File: config.mk
export PLATFORM = sky130hd
export DESIGN_NAME = amx_regs
export DESIGN_NICKNAME = d
export VERILOG_FILES = /design/src/hw/amx_pkg.sv /design/src/hw/amx_regs.sv
export VERILOG_INCLUDE_DIRS = /design/src /design/src/hw
export SDC_FILE = /design/constraint.sdc
export NUM_CORES = 1
export LEC_CHECK = 0
export ABC_CLOCK_PERIOD_IN_PS = 3200
export BUFFER_PORTS_ARGS = -buffer_cell sky130_fd_sc_hd__buf_4
export CORE_MARGIN = 3
export CORE_UTILIZATION = 40
export DETAILED_ROUTE_END_ITERATION = 10
export GPL_ROUTABILITY_DRIVEN = 0
export HOLD_SLACK_MARGIN = 0.08
export PLACE_DENSITY_LB_ADDON = 0.15
export SLEW_MARGIN = 20
export SYNTH_ARGS = -nofsm -noshare
export SYNTH_HDL_FRONTEND = slang
export SYNTH_SLANG_ARGS = --single-unit
File: constraint.sdc
create_clock -name clock -period 3.2 [get_ports clock]
set_input_delay 0.64 -clock clock [delete_from_list [all_inputs] [get_ports clock]]
set_output_delay 0.64 -clock clock [all_outputs]
set_load 0.05 [all_outputs]
File: src/hw/amx_defines.svh
`ifndef AMX_DEFINES_SVH
`define AMX_DEFINES_SVH

// register indices as printed; byte address is four times the index
`define AMX_IDX_AUX_B        8'h5d
`define AMX_IDX_LEFT_PLAY    8'h60
`define AMX_IDX_RIGHT_PLAY   8'h61
`define AMX_IDX_LEFT_REC     8'h62
`define AMX_ADDR_W           12
`define AMX_REG_W            16

// register select codes
`define AMX_SEL_AUX_B        2'h0
`define AMX_SEL_LEFT_PLAY    2'h1
`define AMX_SEL_RIGHT_PLAY   2'h2
`define AMX_SEL_LEFT_REC     2'h3

// aux output b control fields
`define AMX_B_ENABLE         15
`define AMX_B_RIGHT_DAC      12
`define AMX_B_LEFT_DAC       11
`define AMX_B_MINUS6DB       10
`define AMX_B_RIGHT_REC      9
`define AMX_B_AUX_A          2
`define AMX_B_RIGHT_PLAY     1
`define AMX_B_LEFT_PLAY      0

// gain code fields
`define AMX_F_HI             15:13
`define AMX_F_UP             11:9
`define AMX_F_MID            7:5
`define AMX_F_LO             3:1
`define AMX_F_BOOST          0

// writable bits; others read zero
`define AMX_MASK_AUX_B       16'h9e07
`define AMX_MASK_LEFT_PLAY   16'h0eee
`define AMX_MASK_RIGHT_PLAY  16'he0ee
`define AMX_MASK_LEFT_REC    16'h0e0f
`define AMX_RESET_VALUE      16'h0000

// gain decode: 001 = -12 dB, +3 dB a step
`define AMX_GAIN_OFF         3'h0
`define AMX_GAIN_STEP_DB     8'h03
`define AMX_GAIN_OFFSET_DB   8'h0f
`define AMX_NUM_GAINS        8

// axi responses
`define AMX_RESP_OKAY        2'h0
`define AMX_RESP_SLVERR      2'h2

`endif

File: src/hw/amx_pkg.sv
package amx_pkg;

    typedef logic signed [7:0] amx_db_t;

    typedef struct packed {
        logic                  aw_held;
        logic                  w_held;
        logic [11:0]           awaddr;
        logic [15:0]           wdata;
        logic [1:0]            wstrb;
        logic                  awready;
        logic                  wready;
        logic                  bvalid;
        logic [1:0]            bresp;
        logic                  arready;
        logic                  rvalid;
        logic [1:0]            rresp;
        logic [15:0]           rdata;
        logic [15:0]           aux_b;
        logic [15:0]           left_play;
        logic [15:0]           right_play;
        logic [15:0]           left_rec;
        logic [7:0]            path_on;
        logic [7:0][7:0]       gain_db;
    } amx_state_t;

endpackage

File: src/hw/amx_regs.sv
// Behaviour
// bit 15 enables, bit 12 routes right dac
// bit 11 routes left dac to aux b
// bit 10 lowers aux b by 6 dB
// bit 9 routes right record mixer
// bit 2 stored, drives nothing
// bit 1 routes right playback mixer
// bit 0 routes left playback mixer
// gain code 000 off, 001 -12 dB, +3/step
// left play gain bits 11:9, third left
// left play gain bits 7:5, right amp
// left play gain bits 3:1, left amp
// right play gain bits 15:13, third right
// right play gain bits 7:5, right amp
// right play gain bits 3:1, left amp
// left rec gains bits 11:9 and 3:1
// left rec bit 0 selects +20 dB boost
// reset zero; unlisted bits read zero
// written fields drive outputs next clock
//
// Design decision made here: register access over AXI4-Lite.
`timescale 1ns/10ps
`include "amx_defines.svh"

module amx_regs (
    input  wire logic                    clock,
    input  wire logic                    reset_n,

    input  wire logic [11:0]             s_axi_awaddr,
    input  wire logic                    s_axi_awvalid,
    output logic                         s_axi_awready,

    input  wire logic [31:0]             s_axi_wdata,
    input  wire logic [3:0]              s_axi_wstrb,
    input  wire logic                    s_axi_wvalid,
    output logic                         s_axi_wready,

    output logic [1:0]                   s_axi_bresp,
    output logic                         s_axi_bvalid,
    input  wire logic                    s_axi_bready,

    input  wire logic [11:0]             s_axi_araddr,
    input  wire logic                    s_axi_arvalid,
    output logic                         s_axi_arready,

    output logic [31:0]                  s_axi_rdata,
    output logic [1:0]                   s_axi_rresp,
    output logic                         s_axi_rvalid,
    input  wire logic                    s_axi_rready,

    output logic                         aux_b_mixer_enable,
    output logic                         right_dac_to_aux_b,
    output logic                         left_dac_to_aux_b,
    output logic                         aux_b_minus6db,
    output logic                         right_rec_mix_to_aux_b,
    output logic                         right_play_mix_to_aux_b,
    output logic                         left_play_mix_to_aux_b,

    output logic [2:0]                   third_left_to_left_play_gain,
    output logic [2:0]                   right_amp_to_left_play_gain,
    output logic [2:0]                   left_amp_to_left_play_gain,
    output logic [2:0]                   third_right_to_right_play_gain,
    output logic [2:0]                   right_amp_to_right_play_gain,
    output logic [2:0]                   left_amp_to_right_play_gain,
    output logic [2:0]                   third_left_to_left_rec_gain,
    output logic [2:0]                   second_left_to_left_rec_gain,
    output logic                         left_amp_rec_boost,

    output logic [7:0]                   mix_path_on,
    output amx_pkg::amx_db_t [7:0]       mix_gain_db
);
    import amx_pkg::*;

    ////////////////////////////////////////////////////////////////////////////
    // helpers

    // {hit, select}; only aligned words of the four registers hit
    function automatic logic [2:0] decode_addr(input logic [11:0] addr);
        logic [2:0] result;

        result = 3'h0;

        if (addr[1:0] != 2'h0)
        begin
            result = 3'h0;
        end
        else if (addr[11:2] == {2'h0, `AMX_IDX_AUX_B})
        begin
            result = {1'b1, `AMX_SEL_AUX_B};
        end
        else if (addr[11:2] == {2'h0, `AMX_IDX_LEFT_PLAY})
        begin
            result = {1'b1, `AMX_SEL_LEFT_PLAY};
        end
        else if (addr[11:2] == {2'h0, `AMX_IDX_RIGHT_PLAY})
        begin
            result = {1'b1, `AMX_SEL_RIGHT_PLAY};
        end
        else if (addr[11:2] == {2'h0, `AMX_IDX_LEFT_REC})
        begin
            result = {1'b1, `AMX_SEL_LEFT_REC};
        end

        return result;
    endfunction

    // byte-lane merge; bits outside the mask stay zero
    function automatic logic [15:0] merge(
        input logic [15:0] old_value,
        input logic [15:0] new_value,
        input logic [1:0]  strb,
        input logic [15:0] mask
    );
        logic [15:0] lanes;

        lanes = {{8{strb[1]}}, {8{strb[0]}}};

        return ((new_value & lanes) | (old_value & ~lanes)) & mask;
    endfunction

    // code to gain in dB; off codes report 0 and path_on low
    function automatic amx_db_t gain_db(input logic [2:0] code);
        logic [7:0] product;

        product = {5'h00, code} * `AMX_GAIN_STEP_DB;

        if (code == `AMX_GAIN_OFF)
        begin
            return 8'sh00;
        end

        return amx_db_t'(product - `AMX_GAIN_OFFSET_DB);
    endfunction

    ////////////////////////////////////////////////////////////////////////////
    // state

    amx_state_t state;
    amx_state_t next_state;

    logic [7:0][2:0] next_codes;

    logic        aw_take;
    logic        w_take;

    logic [11:0] wr_addr;
    logic [15:0] wr_data;
    logic [1:0]  wr_strb;

    logic [2:0]  wr_hit;
    logic [2:0]  rd_hit;

    assign aw_take = s_axi_awvalid && state.awready;
    assign w_take  = s_axi_wvalid && state.wready;

    assign wr_addr = state.aw_held ? state.awaddr : s_axi_awaddr;
    // upper lanes ignored; registers are 16 bits
    assign wr_data = state.w_held ? state.wdata : s_axi_wdata[15:0];
    assign wr_strb = state.w_held ? state.wstrb : s_axi_wstrb[1:0];

    assign wr_hit  = decode_addr(wr_addr);
    assign rd_hit  = decode_addr(s_axi_araddr);

    ////////////////////////////////////////////////////////////////////////////
    // next state

    always_comb
    begin
        next_state = state;

        // write address and data may come in either order
        if (aw_take)
        begin
            next_state.aw_held = 1'b1;
            next_state.awaddr  = s_axi_awaddr;
        end
        if (w_take)
        begin
            next_state.w_held = 1'b1;
            next_state.wdata  = s_axi_wdata[15:0];
            next_state.wstrb  = s_axi_wstrb[1:0];
        end

        if (state.bvalid && s_axi_bready)
        begin
            next_state.bvalid = 1'b0;
        end

        // both halves present: write lands on this edge
        if ((state.aw_held || aw_take) && (state.w_held || w_take) && !state.bvalid)
        begin
            next_state.aw_held = 1'b0;
            next_state.w_held  = 1'b0;
            next_state.bvalid  = 1'b1;
            next_state.bresp   = wr_hit[2] ? `AMX_RESP_OKAY : `AMX_RESP_SLVERR;

            // a miss stores nothing and answers slverr
            if (wr_hit[2])
            begin
                case (wr_hit[1:0])
                    `AMX_SEL_AUX_B:
                        next_state.aux_b = merge(state.aux_b, wr_data, wr_strb,
                                                 `AMX_MASK_AUX_B);

                    `AMX_SEL_LEFT_PLAY:
                        next_state.left_play = merge(state.left_play, wr_data, wr_strb,
                                                     `AMX_MASK_LEFT_PLAY);

                    `AMX_SEL_RIGHT_PLAY:
                        next_state.right_play = merge(state.right_play, wr_data, wr_strb,
                                                      `AMX_MASK_RIGHT_PLAY);

                    default:
                        next_state.left_rec = merge(state.left_rec, wr_data, wr_strb,
                                                    `AMX_MASK_LEFT_REC);
                endcase
            end
        end

        // one write in flight; ready drops while a half is held
        next_state.awready = !next_state.aw_held && !next_state.bvalid;
        next_state.wready  = !next_state.w_held && !next_state.bvalid;

        // reads: one at a time, answered on the edge after the address
        if (state.rvalid && s_axi_rready)
        begin
            next_state.rvalid = 1'b0;
        end
        if (s_axi_arvalid && state.arready)
        begin
            next_state.rvalid = 1'b1;
            next_state.rresp  = rd_hit[2] ? `AMX_RESP_OKAY : `AMX_RESP_SLVERR;
            next_state.rdata  = `AMX_RESET_VALUE;

            if (rd_hit[2])
            begin
                case (rd_hit[1:0])
                    `AMX_SEL_AUX_B:
                        next_state.rdata = state.aux_b;
                    `AMX_SEL_LEFT_PLAY:
                        next_state.rdata = state.left_play;
                    `AMX_SEL_RIGHT_PLAY:
                        next_state.rdata = state.right_play;
                    default:
                        next_state.rdata = state.left_rec;
                endcase
            end
        end

        next_state.arready = !next_state.rvalid;

        // gain codes as the registers will hold them after this edge
        next_codes[0] = next_state.left_play[`AMX_F_UP];
        next_codes[1] = next_state.left_play[`AMX_F_MID];
        next_codes[2] = next_state.left_play[`AMX_F_LO];
        next_codes[3] = next_state.right_play[`AMX_F_HI];
        next_codes[4] = next_state.right_play[`AMX_F_MID];
        next_codes[5] = next_state.right_play[`AMX_F_LO];
        next_codes[6] = next_state.left_rec[`AMX_F_UP];
        next_codes[7] = next_state.left_rec[`AMX_F_LO];

        // decoded gains follow the codes on the same edge
        for (int i = 0; i < `AMX_NUM_GAINS; i++)
        begin
            next_state.path_on[i] = (next_codes[i] != `AMX_GAIN_OFF);
            next_state.gain_db[i] = gain_db(next_codes[i]);
        end
    end

    ////////////////////////////////////////////////////////////////////////////
    // registers

    always_ff @(posedge clock or negedge reset_n)
    begin
        if (!reset_n)
        begin
            state            <= '0;

            state.aux_b      <= `AMX_RESET_VALUE;
            state.left_play  <= `AMX_RESET_VALUE;
            state.right_play <= `AMX_RESET_VALUE;
            state.left_rec   <= `AMX_RESET_VALUE;

            // bus idle and ready straight out of reset
            state.awready    <= 1'b1;
            state.wready     <= 1'b1;
            state.arready    <= 1'b1;
        end
        else
        begin
            state <= next_state;
        end
    end

    ////////////////////////////////////////////////////////////////////////////
    // bus outputs

    assign s_axi_awready = state.awready;
    assign s_axi_wready  = state.wready;
    assign s_axi_bvalid  = state.bvalid;
    assign s_axi_bresp   = state.bresp;

    assign s_axi_arready = state.arready;
    assign s_axi_rvalid  = state.rvalid;
    assign s_axi_rresp   = state.rresp;
    assign s_axi_rdata   = {16'h0000, state.rdata};

    ////////////////////////////////////////////////////////////////////////////
    // analogue control lines, straight from the register flops

    assign aux_b_mixer_enable      = state.aux_b[`AMX_B_ENABLE];
    assign right_dac_to_aux_b      = state.aux_b[`AMX_B_RIGHT_DAC];
    assign left_dac_to_aux_b       = state.aux_b[`AMX_B_LEFT_DAC];
    assign aux_b_minus6db          = state.aux_b[`AMX_B_MINUS6DB];
    assign right_rec_mix_to_aux_b  = state.aux_b[`AMX_B_RIGHT_REC];
    // aux a bit is kept for read-back only; the route is not built
    assign right_play_mix_to_aux_b = state.aux_b[`AMX_B_RIGHT_PLAY];
    assign left_play_mix_to_aux_b  = state.aux_b[`AMX_B_LEFT_PLAY];

    assign third_left_to_left_play_gain   = state.left_play[`AMX_F_UP];
    assign right_amp_to_left_play_gain    = state.left_play[`AMX_F_MID];
    assign left_amp_to_left_play_gain     = state.left_play[`AMX_F_LO];

    assign third_right_to_right_play_gain = state.right_play[`AMX_F_HI];
    assign right_amp_to_right_play_gain   = state.right_play[`AMX_F_MID];
    assign left_amp_to_right_play_gain    = state.right_play[`AMX_F_LO];

    assign third_left_to_left_rec_gain    = state.left_rec[`AMX_F_UP];
    assign second_left_to_left_rec_gain   = state.left_rec[`AMX_F_LO];
    assign left_amp_rec_boost             = state.left_rec[`AMX_F_BOOST];

    // mixers see one decoded word per path, not raw codes
    assign mix_path_on = state.path_on;

    genvar g;

    generate
        for (g = 0; g < `AMX_NUM_GAINS; g++)
        begin : g_gain
            assign mix_gain_db[g] = amx_db_t'(state.gain_db[g]);
        end
    endgenerate

endmodule

==> results of run 1 <==
## critical path, cell delays in order (launching register included)
cell and delay [ns]:
dfrtp_1 0.39, or4bb_1 0.52, o22ai_2 0.22, o211ai_1 0.20, buf_4 0.20, nor2_4 0.14, buf_12 0.16, nor2_2 0.05
a21oi_4 0.16, ha_4 0.23, fa_2 0.37, ha_4 0.24, and2_1 0.13
## timing repair
| item | in CTS | in global routing |
|---|---|---|
| hold buffers | 0 | 0 |
| gates resized for setup | 1 | 47 |
| setup buffers | 0 | 8 |
| cloned | 0 | 1 |
| pin swaps | 1 | 13 |
| endpoints found under the setup margin | 1 | 24 |
## cell type report
type,instances,share of cell area (%)
Tap cell,260,3.243
Sequential cell,139,34.71
Inverter,27,1.010
Clock buffer,19,4.515
Timing Repair Buffer,245,19.23
Clock inverter,13,1.422
Multi-Input combinational cell,454,35.86
## placed cells by master (no fill, tap or decap), types with 5 or more instances in the layout
| cell type | n |
|---|---|
| buf_4 | 234 |
| dfrtp_1 | 136 |
| nor2_1 | 60 |
| mux2_2 | 45 |
| nand2_1 | 40 |
| a21oi_1 | 29 |
| o21ai_0 | 27 |
| ha_1 | 25 |
| nor3_1 | 22 |
| conb_1 | 20 |
| mux2i_1 | 19 |
| inv_1 | 18 |
| clkbuf_16 | 18 |
| nand3_1 | 15 |
| and2_1 | 11 |
| ha_4 | 11 |
| a21o_1 | 9 |
| inv_2 | 9 |
| fa_2 | 7 |
| nand2b_1 | 6 |
| nor2b_1 | 6 |
| buf_6 | 6 |
| o31ai_1 | 5 |
| a21oi_2 | 5 |
## power groups by stage
stage / Clock (mW) / Combinational, mW / Sequential [mW]
3_3_place_gp: 0 / 1.39 / 2.20
5_1_grt: 2.12 / 1.56 / 2.23
2_1_floorplan: 0 / 0.977 / 2.24
3_5_place_dp: 0 / 1.41 / 2.22
4_1_cts: 2.02 / 1.42 / 2.19
6_report: 1.98 / 1.43 / 2.20
## logic make-up (layout without fill, tap and decap cells)
| family | after synthesis | count (layout) | synth area share, % |
|---|---|---|---|
| buffers and inverters | 182 | 304 | 15.37 |
| xor gates and xnor gates | 2 | 2 | 0.2225 |
| adders and majority gates | 46 | 46 | 8.074 |
| muxes | 70 | 70 | 9.727 |
| AOI/OAI and AO/OA | 121 | 121 | 10.12 |
| other | 1 | 20 | 0.04763 |
| DFF | 139 | 139 | 44.23 |
| and+or+nand+nor | 195 | 195 | 12.21 |
## registers in the layout, summed over array words and instances, names as in the netlist, 2 cells and up, named ones only
signal                          flops
third_left_to_left_rec_gain         3
left_amp_to_left_play_gain          3
state                              30
mix_gain_db                        48
s_axi_rdata                        14
mix_path_on                         8
third_right_to_right_play_gain      3
third_left_to_left_play_gain        2
right_amp_to_left_play_gain         3
right_amp_to_right_play_gain        3
left_amp_to_right_play_gain         3
second_left_to_left_rec_gain        3
## routing by layer
metal  wire length [µm]  part of all wire, %  track usage (%)  up-vias
met5                  0                    0                0        -
met4                321                  1.7            6.115        0
met3               1147                  6.1            4.904       21
met2               9117                   49            28.64      159
met1               8084                   43            22.06     2758
li1                   -                    -                -     2715
## per-stage QoR
step	util, %	instances
floorplan	-	775
global placement	47.88	1116
detailed placement	47.88	1116
CTS	51.03	1148
global route	52.74	1157
finish	52.74	1157
## synthesized netlist by cell type, drive strengths merged, types with 2 or more instances
master  count  area share [%]
buf       144              14
dfrtp     136              43
nor2       64             3.1
mux2       49             7.1
nand2      44             2.1
ha         38             6.0
a21oi      37             2.4
o21ai      30             1.9
inv        27             1.3
nor3       26             1.8
mux2i      21             2.7
nand3      16             1.1
and2       13             1.0
clkbuf     11            0.52
a21o        9            0.86
fa          8             2.0
a211oi      7            0.86
nor2b       7            0.56
nand2b      6            0.48
o31ai       6            0.57
a31oi       4            0.32
nor3b       4            0.38
nor4b       4            0.44
o21a        4            0.38
a32o        3            0.38
dfstp       3             1.0
nand4       3            0.24
o221ai      3            0.33
a222oi      2            0.25
a22o        2            0.22
a22oi       2            0.19
o211ai      2            0.19
or3         2            0.16
or4         2            0.29
xnor2       2            0.22
## path summary, 6_finish.rpt
path	end	slack [ns]	cells after the start	startpoint
min	mix_gain_db[26]	0.19	1	reset_n
max in group asynchronous	s_axi_awready	2.22	2	reset_n
max	mix_gain_db[11]	0.08	12	state[183]
max reg2reg	mix_gain_db[11]	0.08	12	state[183]
min in group clock	s_axi_bvalid	0.41	2	s_axi_bready
min reg2reg	s_axi_rdata[0]	0.48	2	s_axi_rdata[0]
==> impl_metrics.py, run 1 <==
metrics = {
    "pwr": {
        "p_sw_share_pct": 32.41,
        "switchingPower_mw": 1.815,
        "p_clk_share_pct": 35.3,
        "p_per_area_nw_per_um2": 558.4,
        "ir_worst_vdd_mv": 0.4646,
        "p_total_mw": 5.601,
        "power_frac_seq_pct": 39.2,
        "p_leak_nw": 4.925,
        "power_frac_comb_pct": 25.5,
        "p_int_mw": 3.785,
    },
    "global_route": {
        "grt_max_degree": 65,
        "globalRouteTotalUtil_pct": 17.40,
        "antenna_found_initial": 0,
        "grt_first_pass_wirelength_um": 29990,
        "globalRoute.totalOverflow": 0,
        "grt_pass1_vias": 5816,
    },
    "sta": {
        "relSlewSlack_pct": 40.42,
        "fmax_ghz": 0.3210,
        "slew_violations": 0,
        "final.min_clock_period_ns": 3.115,
        "period_share_pct": 97.36,
        "final.setup.worst_slack_ns": 0.08451,
        "skew_ns": 0.009856,
        "worst_pin_slew_ns": 0.8712,
        "holdWs_ns": 0.1899,
        "report.final.setup_viol": 0,
        "finalSetupTns_ns": 0,
        "final_hold_viol_count": 0,
        "rsz0062_at_grt": "yes",
    },
    "critical_path": {
        "path_max_fanout": 8,
        "cp-start-kind": "flip-flop",
        "crit_arrival_ns": 3.43,
        "required_ns": 3.51,
        "crit_path_end_kind": "flip-flop",
        "critical_path_class": "flip-flop to flip-flop",
    },
    "cells_and_area": {
        "drive_gt1_share_pct": 44.37,
        "final-seq-area_um2": 3482,
        "final_cell_area_um2": 10030,
        "diodes": 0,
        "syn2layout_area_growth_pct": 27.42,
        "fillers": 1763,
        "multi_input_area_um2": 3597,
        "nNetsFinal": 997,
    },
    "cts": {
        "cts_buffer_depth": 2,
        "numClockSinks": 139,
        "htreeDepth": 4,
        "clock_latency_ns": 0.42,
        "cts_tree": "done",
        "cts.clk_slew.worst_paths_ns": 0.06,
        "cts-buffers-inserted": 17,
        "cts-root-buf": "clkbuf_16",
    },
    "die": {
        "ioPinCount": 212,
        "dieArea_um2": 21400,
        "die_y_um": 146.3,
        "core_um2": 19020,
        "die-width_um": 146.3,
        "fp-row-count": 50,
        "initial_utilization_pct": 41.39,
    },
    "detailed_routing": {
        "num_vias": 5653,
        "drt_iter0_drc": 247,
        "wl_per_cell_um": 16.14,
        "drtAntennaViolNets": 0,
        "drcViolationCount": 0,
        "wirelength_um": 18670,
        "viasPerCell": 4.886,
        "drt-pass1-iter-count": 4,
    },
    "synth": {
        "synth_edf_count": 0,
        "syn_area_um2": 7873,
        "synth_ff_type": "dfrtp_1",
        "yosys_warnings": 0,
        "synth-seq-cells": 139,
        "ys_seq_area_share_pct": 44.23,
        "synth_area_per_cell_um2": 10.41,
        "async_flop_share_pct": 100.0,
        "synth_cell_types": 61,
        "synthCells": 756,
    },
    "placed_design": {
        "dp_slack_ns": -0.3021,
        "place_area_um2": 9105,
        "portBuffers": 171,
        "dpl.hpwl_um": 14000,
    },
    "hold_path": {
        "hold_class": "input pin to asynchronous set/reset pin",
    },
    "run": {
        "drv_cap": 0,
    },
    "outcome": {
        "outcome": "finished, final reports clean",
    },
}
No activity file was read; power rests on OpenSTA's default activity.
==> run 2, diff against run 1 <==
- CORE_ASPECT_RATIO: default -> 1.2
==> run 2 against run 1 <==
  * Clock skew increased by 0.0010 ns
  * Clock power about the same
  * First-iteration DRC count unchanged
  * Hold slack got worse by 0.015 ns
  * Power grew 1.0%
  * Setup slack got worse by 0.0082 ns
  * Critical path type unchanged
  * Largest power group unchanged
  * Routed wire length increased by 1.3%
  * Die area is essentially flat
  * Sequential share of layout area shrank 0.27 points
  * Sequential power about the same
  * Final cell count is 0.17% higher
==> impl_metrics.py, run 2 (same netlist as run 1, synthesis figures left out) <==
metrics = {
    "sta": {
        "report.final.setup_viol": 0,
        "relSlewSlack_pct": 40.43,
        "slew_violations": 0,
        "final.setup.worst_slack_ns": 0.07627,
        "holdWs_ns": 0.1746,
        "period_share_pct": 97.62,
        "rsz0062_at_grt": "yes",
        "final.min_clock_period_ns": 3.124,
        "worst_pin_slew_ns": 0.8914,
        "skew_ns": 0.01085,
        "final_hold_viol_count": 0,
        "finalSetupTns_ns": 0,
        "fmax_ghz": 0.3201,
    },
    "cts": {
        "clock_latency_ns": 0.41,
        "numClockSinks": 139,
        "htreeDepth": 4,
        "cts_tree": "done",
        "cts_buffer_depth": 2,
        "cts-root-buf": "clkbuf_16",
        "cts-buffers-inserted": 17,
        "cts.clk_slew.worst_paths_ns": 0.06,
    },
    "global_route": {
        "grt_first_pass_wirelength_um": 29490,
        "globalRouteTotalUtil_pct": 17.17,
        "globalRoute.totalOverflow": 0,
        "antenna_found_initial": 0,
        "grt_max_degree": 62,
        "grt_pass1_vias": 5884,
    },
    "cells_and_area": {
        "fillers": 1707,
        "syn2layout_area_growth_pct": 28.45,
        "final_common_cell": "buf_4",
        "nNetsFinal": 1003,
        "largest_reg_flops": 48,
        "drive_gt1_share_pct": 44.74,
        "diodes": 0,
        "final_cell_mix": "buf_4, dfrtp_1, nor2_1",
        "final_cell_area_um2": 10110,
    },
    "detailed_routing": {
        "num_vias": 5740,
        "wirelength_um": 18910,
        "drt-pass1-iter-count": 5,
        "viasPerCell": 4.953,
        "drtAntennaViolNets": 0,
        "drt_iter0_drc": 247,
        "wl_per_cell_um": 16.31,
        "drcViolationCount": 0,
    },
    "pwr": {
        "ir_worst_vdd_mv": 0.5523,
        "switchingPower_mw": 1.762,
        "p_per_area_nw_per_um2": 559.4,
        "p_leak_nw": 4.962,
        "p_clk_share_pct": 35.0,
        "p_total_mw": 5.657,
        "p_int_mw": 3.895,
        "power_frac_comb_pct": 26.2,
        "p_sw_share_pct": 31.14,
        "power_frac_seq_pct": 38.9,
    },
    "run": {
        "drv_cap": 0,
    },
    "outcome": {
        "outcome": "finished, final reports clean",
    },
    "hold_path": {
        "hold_class": "input pin to asynchronous set/reset pin",
    },
    "die": {
        "dieArea_um2": 21410,
        "die-width_um": 134.1,
        "ioPinCount": 212,
        "initial_utilization_pct": 41.30,
        "die_y_um": 159.7,
        "fp-row-count": 55,
        "core_um2": 19060,
    },
    "critical_path": {
        "crit_arrival_ns": 3.43,
        "path_max_fanout": 5,
        "required_ns": 3.51,
        "critical_path_class": "flip-flop to flip-flop",
        "crit_path_end_kind": "flip-flop",
        "cp-start-kind": "flip-flop",
    },
    "placed_design": {
        "dp_slack_ns": -0.2979,
        "dpl.hpwl_um": 14200,
        "place_area_um2": 9143,
        "portBuffers": 171,
    },
}
-- run 2: changes by cell type in the layout (fill, tap and decap cells not counted), sizes merged --
cell	delta
inv	-2
bufinv	+1
clkinv	-4
clkbuf	+7
buf	+5
clkinvlp	-1
-- run 2: power groups by stage --
stage / Clock (mW) / Combinational, mW / Sequential [mW]
2_1_floorplan: 0 / 0.977 / 2.24
3_3_place_gp: 0 / 1.39 / 2.20
3_5_place_dp: 0 / 1.43 / 2.21
4_1_cts: 2.03 / 1.46 / 2.19
5_1_grt: 2.10 / 1.61 / 2.23
6_report: 1.98 / 1.48 / 2.20
-- run 2: stage by stage --
stage,utilization (%),instances
after floorplan,-,775
after global placement,47.96,1116
after detailed placement,47.96,1116
after CTS,51.20,1150
after global routing,53.05,1159
final,53.05,1159
-- run 2: worst paths after layout --
kind                           startpoint               to  slack [ns]  cells past startpoint
hold reg to reg            s_axi_rdata[0]   s_axi_rdata[0]        0.48                      2
setup reg to reg               state[184]  mix_gain_db[11]        0.08                     11
hold / removal                    reset_n   mix_path_on[3]        0.17                      1
min in group clock           s_axi_bready     s_axi_bvalid        0.45                      2
setup / recovery               state[184]  mix_gain_db[11]        0.08                     11
max in group asynchronous         reset_n    s_axi_arready        2.23                      2
-- run 2: layout make-up --
cell class                      instances  area [µm²]  area share [%]
Multi-Input combinational cell        454        3620           35.80
Sequential cell                       139        3483           34.45
Timing Repair Buffer                  251        1996           19.74
Clock buffer                           25       475.5           4.702
Tap cell                              256       320.3           3.168
Clock inverter                          7       116.4           1.151
Inverter                               27       101.3           1.002
-- run 2: timing repair --
action,CTS,global route
gates resized for setup,2,53
gates cloned,0,2
pin swaps,4,19
hold buffers,0,0
buffers inserted,2,7
endpoints found under the setup margin,3,29
-- run 2: critical path: stages (launching register included) --
cell and delay, ns:
dfrtp_1 0.40, or4bb_4 0.56, o22ai_4 0.21, o211ai_1 0.20
nor2_4 0.27, buf_12 0.15, clkbuf_16 0.12, a21oi_2 0.06
ha_1 0.33, fa_2 0.38, ha_4 0.21, and2_4 0.12
-- run 2: layer usage --
metal  global-route usage (%)  wire length [µm]  vias up
li1                         -                 -     2722
met1                    20.58              7792     2853
met2                    30.34              9902      155
met3                    4.064              1023       10
met4                    5.556               188        0
met5                        0                 0        -
==> run 3, diff against run 2 <==
- ABC_CLOCK_PERIOD_IN_PS: 3200 -> 4040
- clock period: 3.2 -> 4.04 ns (I/O delays scaled with it)
==> run 3 against run 2 <==
  * Via count is 5.5% lower
  * Routed wire length is 3.5% lower
  * Utilization is 4.6 points lower
  * Combinational power is 30% lower
==> impl_metrics.py, run 3 (same netlist as run 1, synthesis figures left out) <==
metrics = {
    "outcome": {
        "outcome": "finished, final reports clean",
    },
    "die": {
        "die-width_um": 134.1,
        "die_y_um": 159.7,
        "fp-row-count": 55,
        "core_um2": 19060,
        "ioPinCount": 212,
        "dieArea_um2": 21410,
        "initial_utilization_pct": 41.30,
    },
    "pwr": {
        "ir_worst_vdd_mv": 0.2821,
        "p_total_mw": 4.430,
        "p_per_area_nw_per_um2": 479.5,
        "p_clk_share_pct": 37.4,
        "p_sw_share_pct": 31.36,
        "p_leak_nw": 4.642,
        "switchingPower_mw": 1.389,
        "power_frac_seq_pct": 39.3,
        "power_frac_comb_pct": 23.3,
        "p_int_mw": 3.041,
    },
    "critical_path": {
        "cp.depth": 10,
        "critPathBufInv": 1,
        "rr_worst_depth": 10,
        "crit_path_end_kind": "flip-flop",
        "reg2reg_from": "state[192]",
        "r2r_setup_slack_ns": 0.35,
        "cp-start-kind": "flip-flop",
        "r2r_end": "mix_gain_db[35]",
        "crit_chain": "or4bb_1 > o22ai_2 > nand3_2 > or3_1 > buf_4 > o21ai_0 > ha_1 > fa_1 > ha_1 > and2_1",
        "path_max_fanout": 19,
        "crit_path_max_incr_delay_ns": 0.59,
        "critical_path_class": "flip-flop to flip-flop",
        "crit_top_cell": "ha_1",
        "crit_arrival_ns": 4.00,
        "required_ns": 4.35,
        "cp_slowest_cell": "dfrtp_1",
        "crit_family": "simple AND/OR/NAND/NOR gates",
    },
    "placed_design": {
        "dpl.hpwl_um": 13730,
        "place_area_um2": 8611,
        "dp_slack_ns": 0.02742,
        "portBuffers": 171,
    },
    "cts": {
        "cts_resized": 0,
        "cts-buffers-inserted": 17,
        "cts_tree": "done",
        "cts.clk_slew.worst_paths_ns": 0.06,
        "clock_latency_ns": 0.43,
        "cts_hold_buf": 0,
        "post_cts_buffers": 0,
        "cts_buffer_depth": 2,
        "cts-root-buf": "clkbuf_16",
        "numClockSinks": 139,
        "htreeDepth": 4,
    },
    "sta": {
        "slew_violations": 0,
        "relSlewSlack_pct": 45.50,
        "worst_pin_slew_ns": 0.8155,
        "finalSetupTns_ns": 0,
        "final.min_clock_period_ns": 3.686,
        "period_share_pct": 91.25,
        "final_hold_viol_count": 0,
        "skew_ns": 0.01092,
        "final.setup.worst_slack_ns": 0.3536,
        "report.final.setup_viol": 0,
        "rsz0062_at_grt": "no",
        "fmax_ghz": 0.2713,
    },
    "global_route": {
        "globalRoute.totalOverflow": 0,
        "grt_first_pass_wirelength_um": 29310,
        "antenna_found_initial": 0,
        "grt_max_degree": 86,
        "grt_pass1_vias": 5670,
        "globalRouteTotalUtil_pct": 17.23,
    },
    "detailed_routing": {
        "wl_per_cell_um": 16.62,
        "num_vias": 5423,
        "drt_iter0_drc": 238,
        "drt-pass1-iter-count": 4,
        "drtAntennaViolNets": 0,
        "viasPerCell": 4.939,
        "drcViolationCount": 0,
        "wirelength_um": 18250,
    },
    "cells_and_area": {
        "nNetsFinal": 942,
        "final_cell_mix": "buf_4, dfrtp_1, nor2_1",
        "largest_reg_flops": 48,
        "final_cell_area_um2": 9238,
        "syn2layout_area_growth_pct": 17.34,
        "final_common_cell": "buf_4",
        "diodes": 0,
        "drive_gt1_share_pct": 34.20,
    },
    "hold_path": {
        "hold_class": "input pin to asynchronous set/reset pin",
    },
    "run": {
        "drv_cap": 0,
    },
}
==> run 3: cell types whose count changed in the layout (fill, tap and decap cells not counted), moves of 7 or more <==
| cell | previous run | this run |
|---|---|---|
| fa_2 | 8 | 0 |
| ha_1 | 27 | 38 |
| inv_2 | 9 | 2 |
| a21oi_1 | 29 | 37 |
| buf_4 | 238 | 187 |
| inv_1 | 18 | 25 |
| fa_1 | 0 | 8 |
| ha_4 | 10 | 0 |
==> run 3: power by group through the flow <==
stage / combinational (mW) / sequential (mW) / clock (mW)
global placement: 1.02 / 1.75 / 0
CTS: 1.04 / 1.74 / 1.69
global route: 1.12 / 1.76 / 1.76
detailed placement: 1.04 / 1.76 / 0
finish: 1.03 / 1.74 / 1.66
floorplan: 0.753 / 1.78 / 0
==> run 3: how the worst max path moves through the flow <==
stage / endpoint / from / slack (ns)
6_report: mix_gain_db[35] / state[192] / 0.35
5_1_grt: mix_gain_db[35] / state[192] / 0.17
4_1_cts: mix_gain_db[35] / state[192] / 0.38
3_5_place_dp: mix_gain_db[35] / s_axi_awaddr[9] / 0.03
3_3_place_gp: mix_gain_db[35] / s_axi_awaddr[9] / 0.08
2_1_floorplan: mix_gain_db[35] / s_axi_awaddr[4] / 0.28
==> run 3: metrics by stage <==
stage,hold WS [ns],cells,utilization [%]
detailed placement,0.4641,1066,45.17
CTS,0.4791,1098,48.45
global placement,0.4592,1066,45.17
floorplan,0.4400,775,-
finish,0.4476,1098,48.46
global route,0.5016,1098,48.46
==> run 3: cell type report <==
class | count | area [µm²]
Inverter | 27 | 101.3
Clock buffer | 18 | 429.2
Tap cell | 256 | 320.3
Multi-Input combinational cell | 454 | 3253
Timing Repair Buffer | 190 | 1455
Fill cell | 1808 | 9824
Sequential cell | 139 | 3482
Clock inverter | 14 | 196.4
==> run 3: worst register-to-register path, cell delays in order, from the launching register on <==
cell,delay [ns]
dfrtp_1,0.59
or4bb_1,0.54
o22ai_2,0.20
nand3_2,0.09
or3_1,0.35
buf_4,0.21
o21ai_0,0.45
ha_1,0.33
fa_1,0.40
ha_1,0.27
and2_1,0.13
==> run 3: layer usage <==
metal | vias to the layer above | wire length, µm | GRT usage (%)
met2 | 167 | 9253 | 30.00
met4 | 0 | 566 | 7.639
li1 | 2596 | - | -
met5 | - | 0 | 0
met3 | 33 | 967 | 4.159
met1 | 2627 | 7463 | 20.09
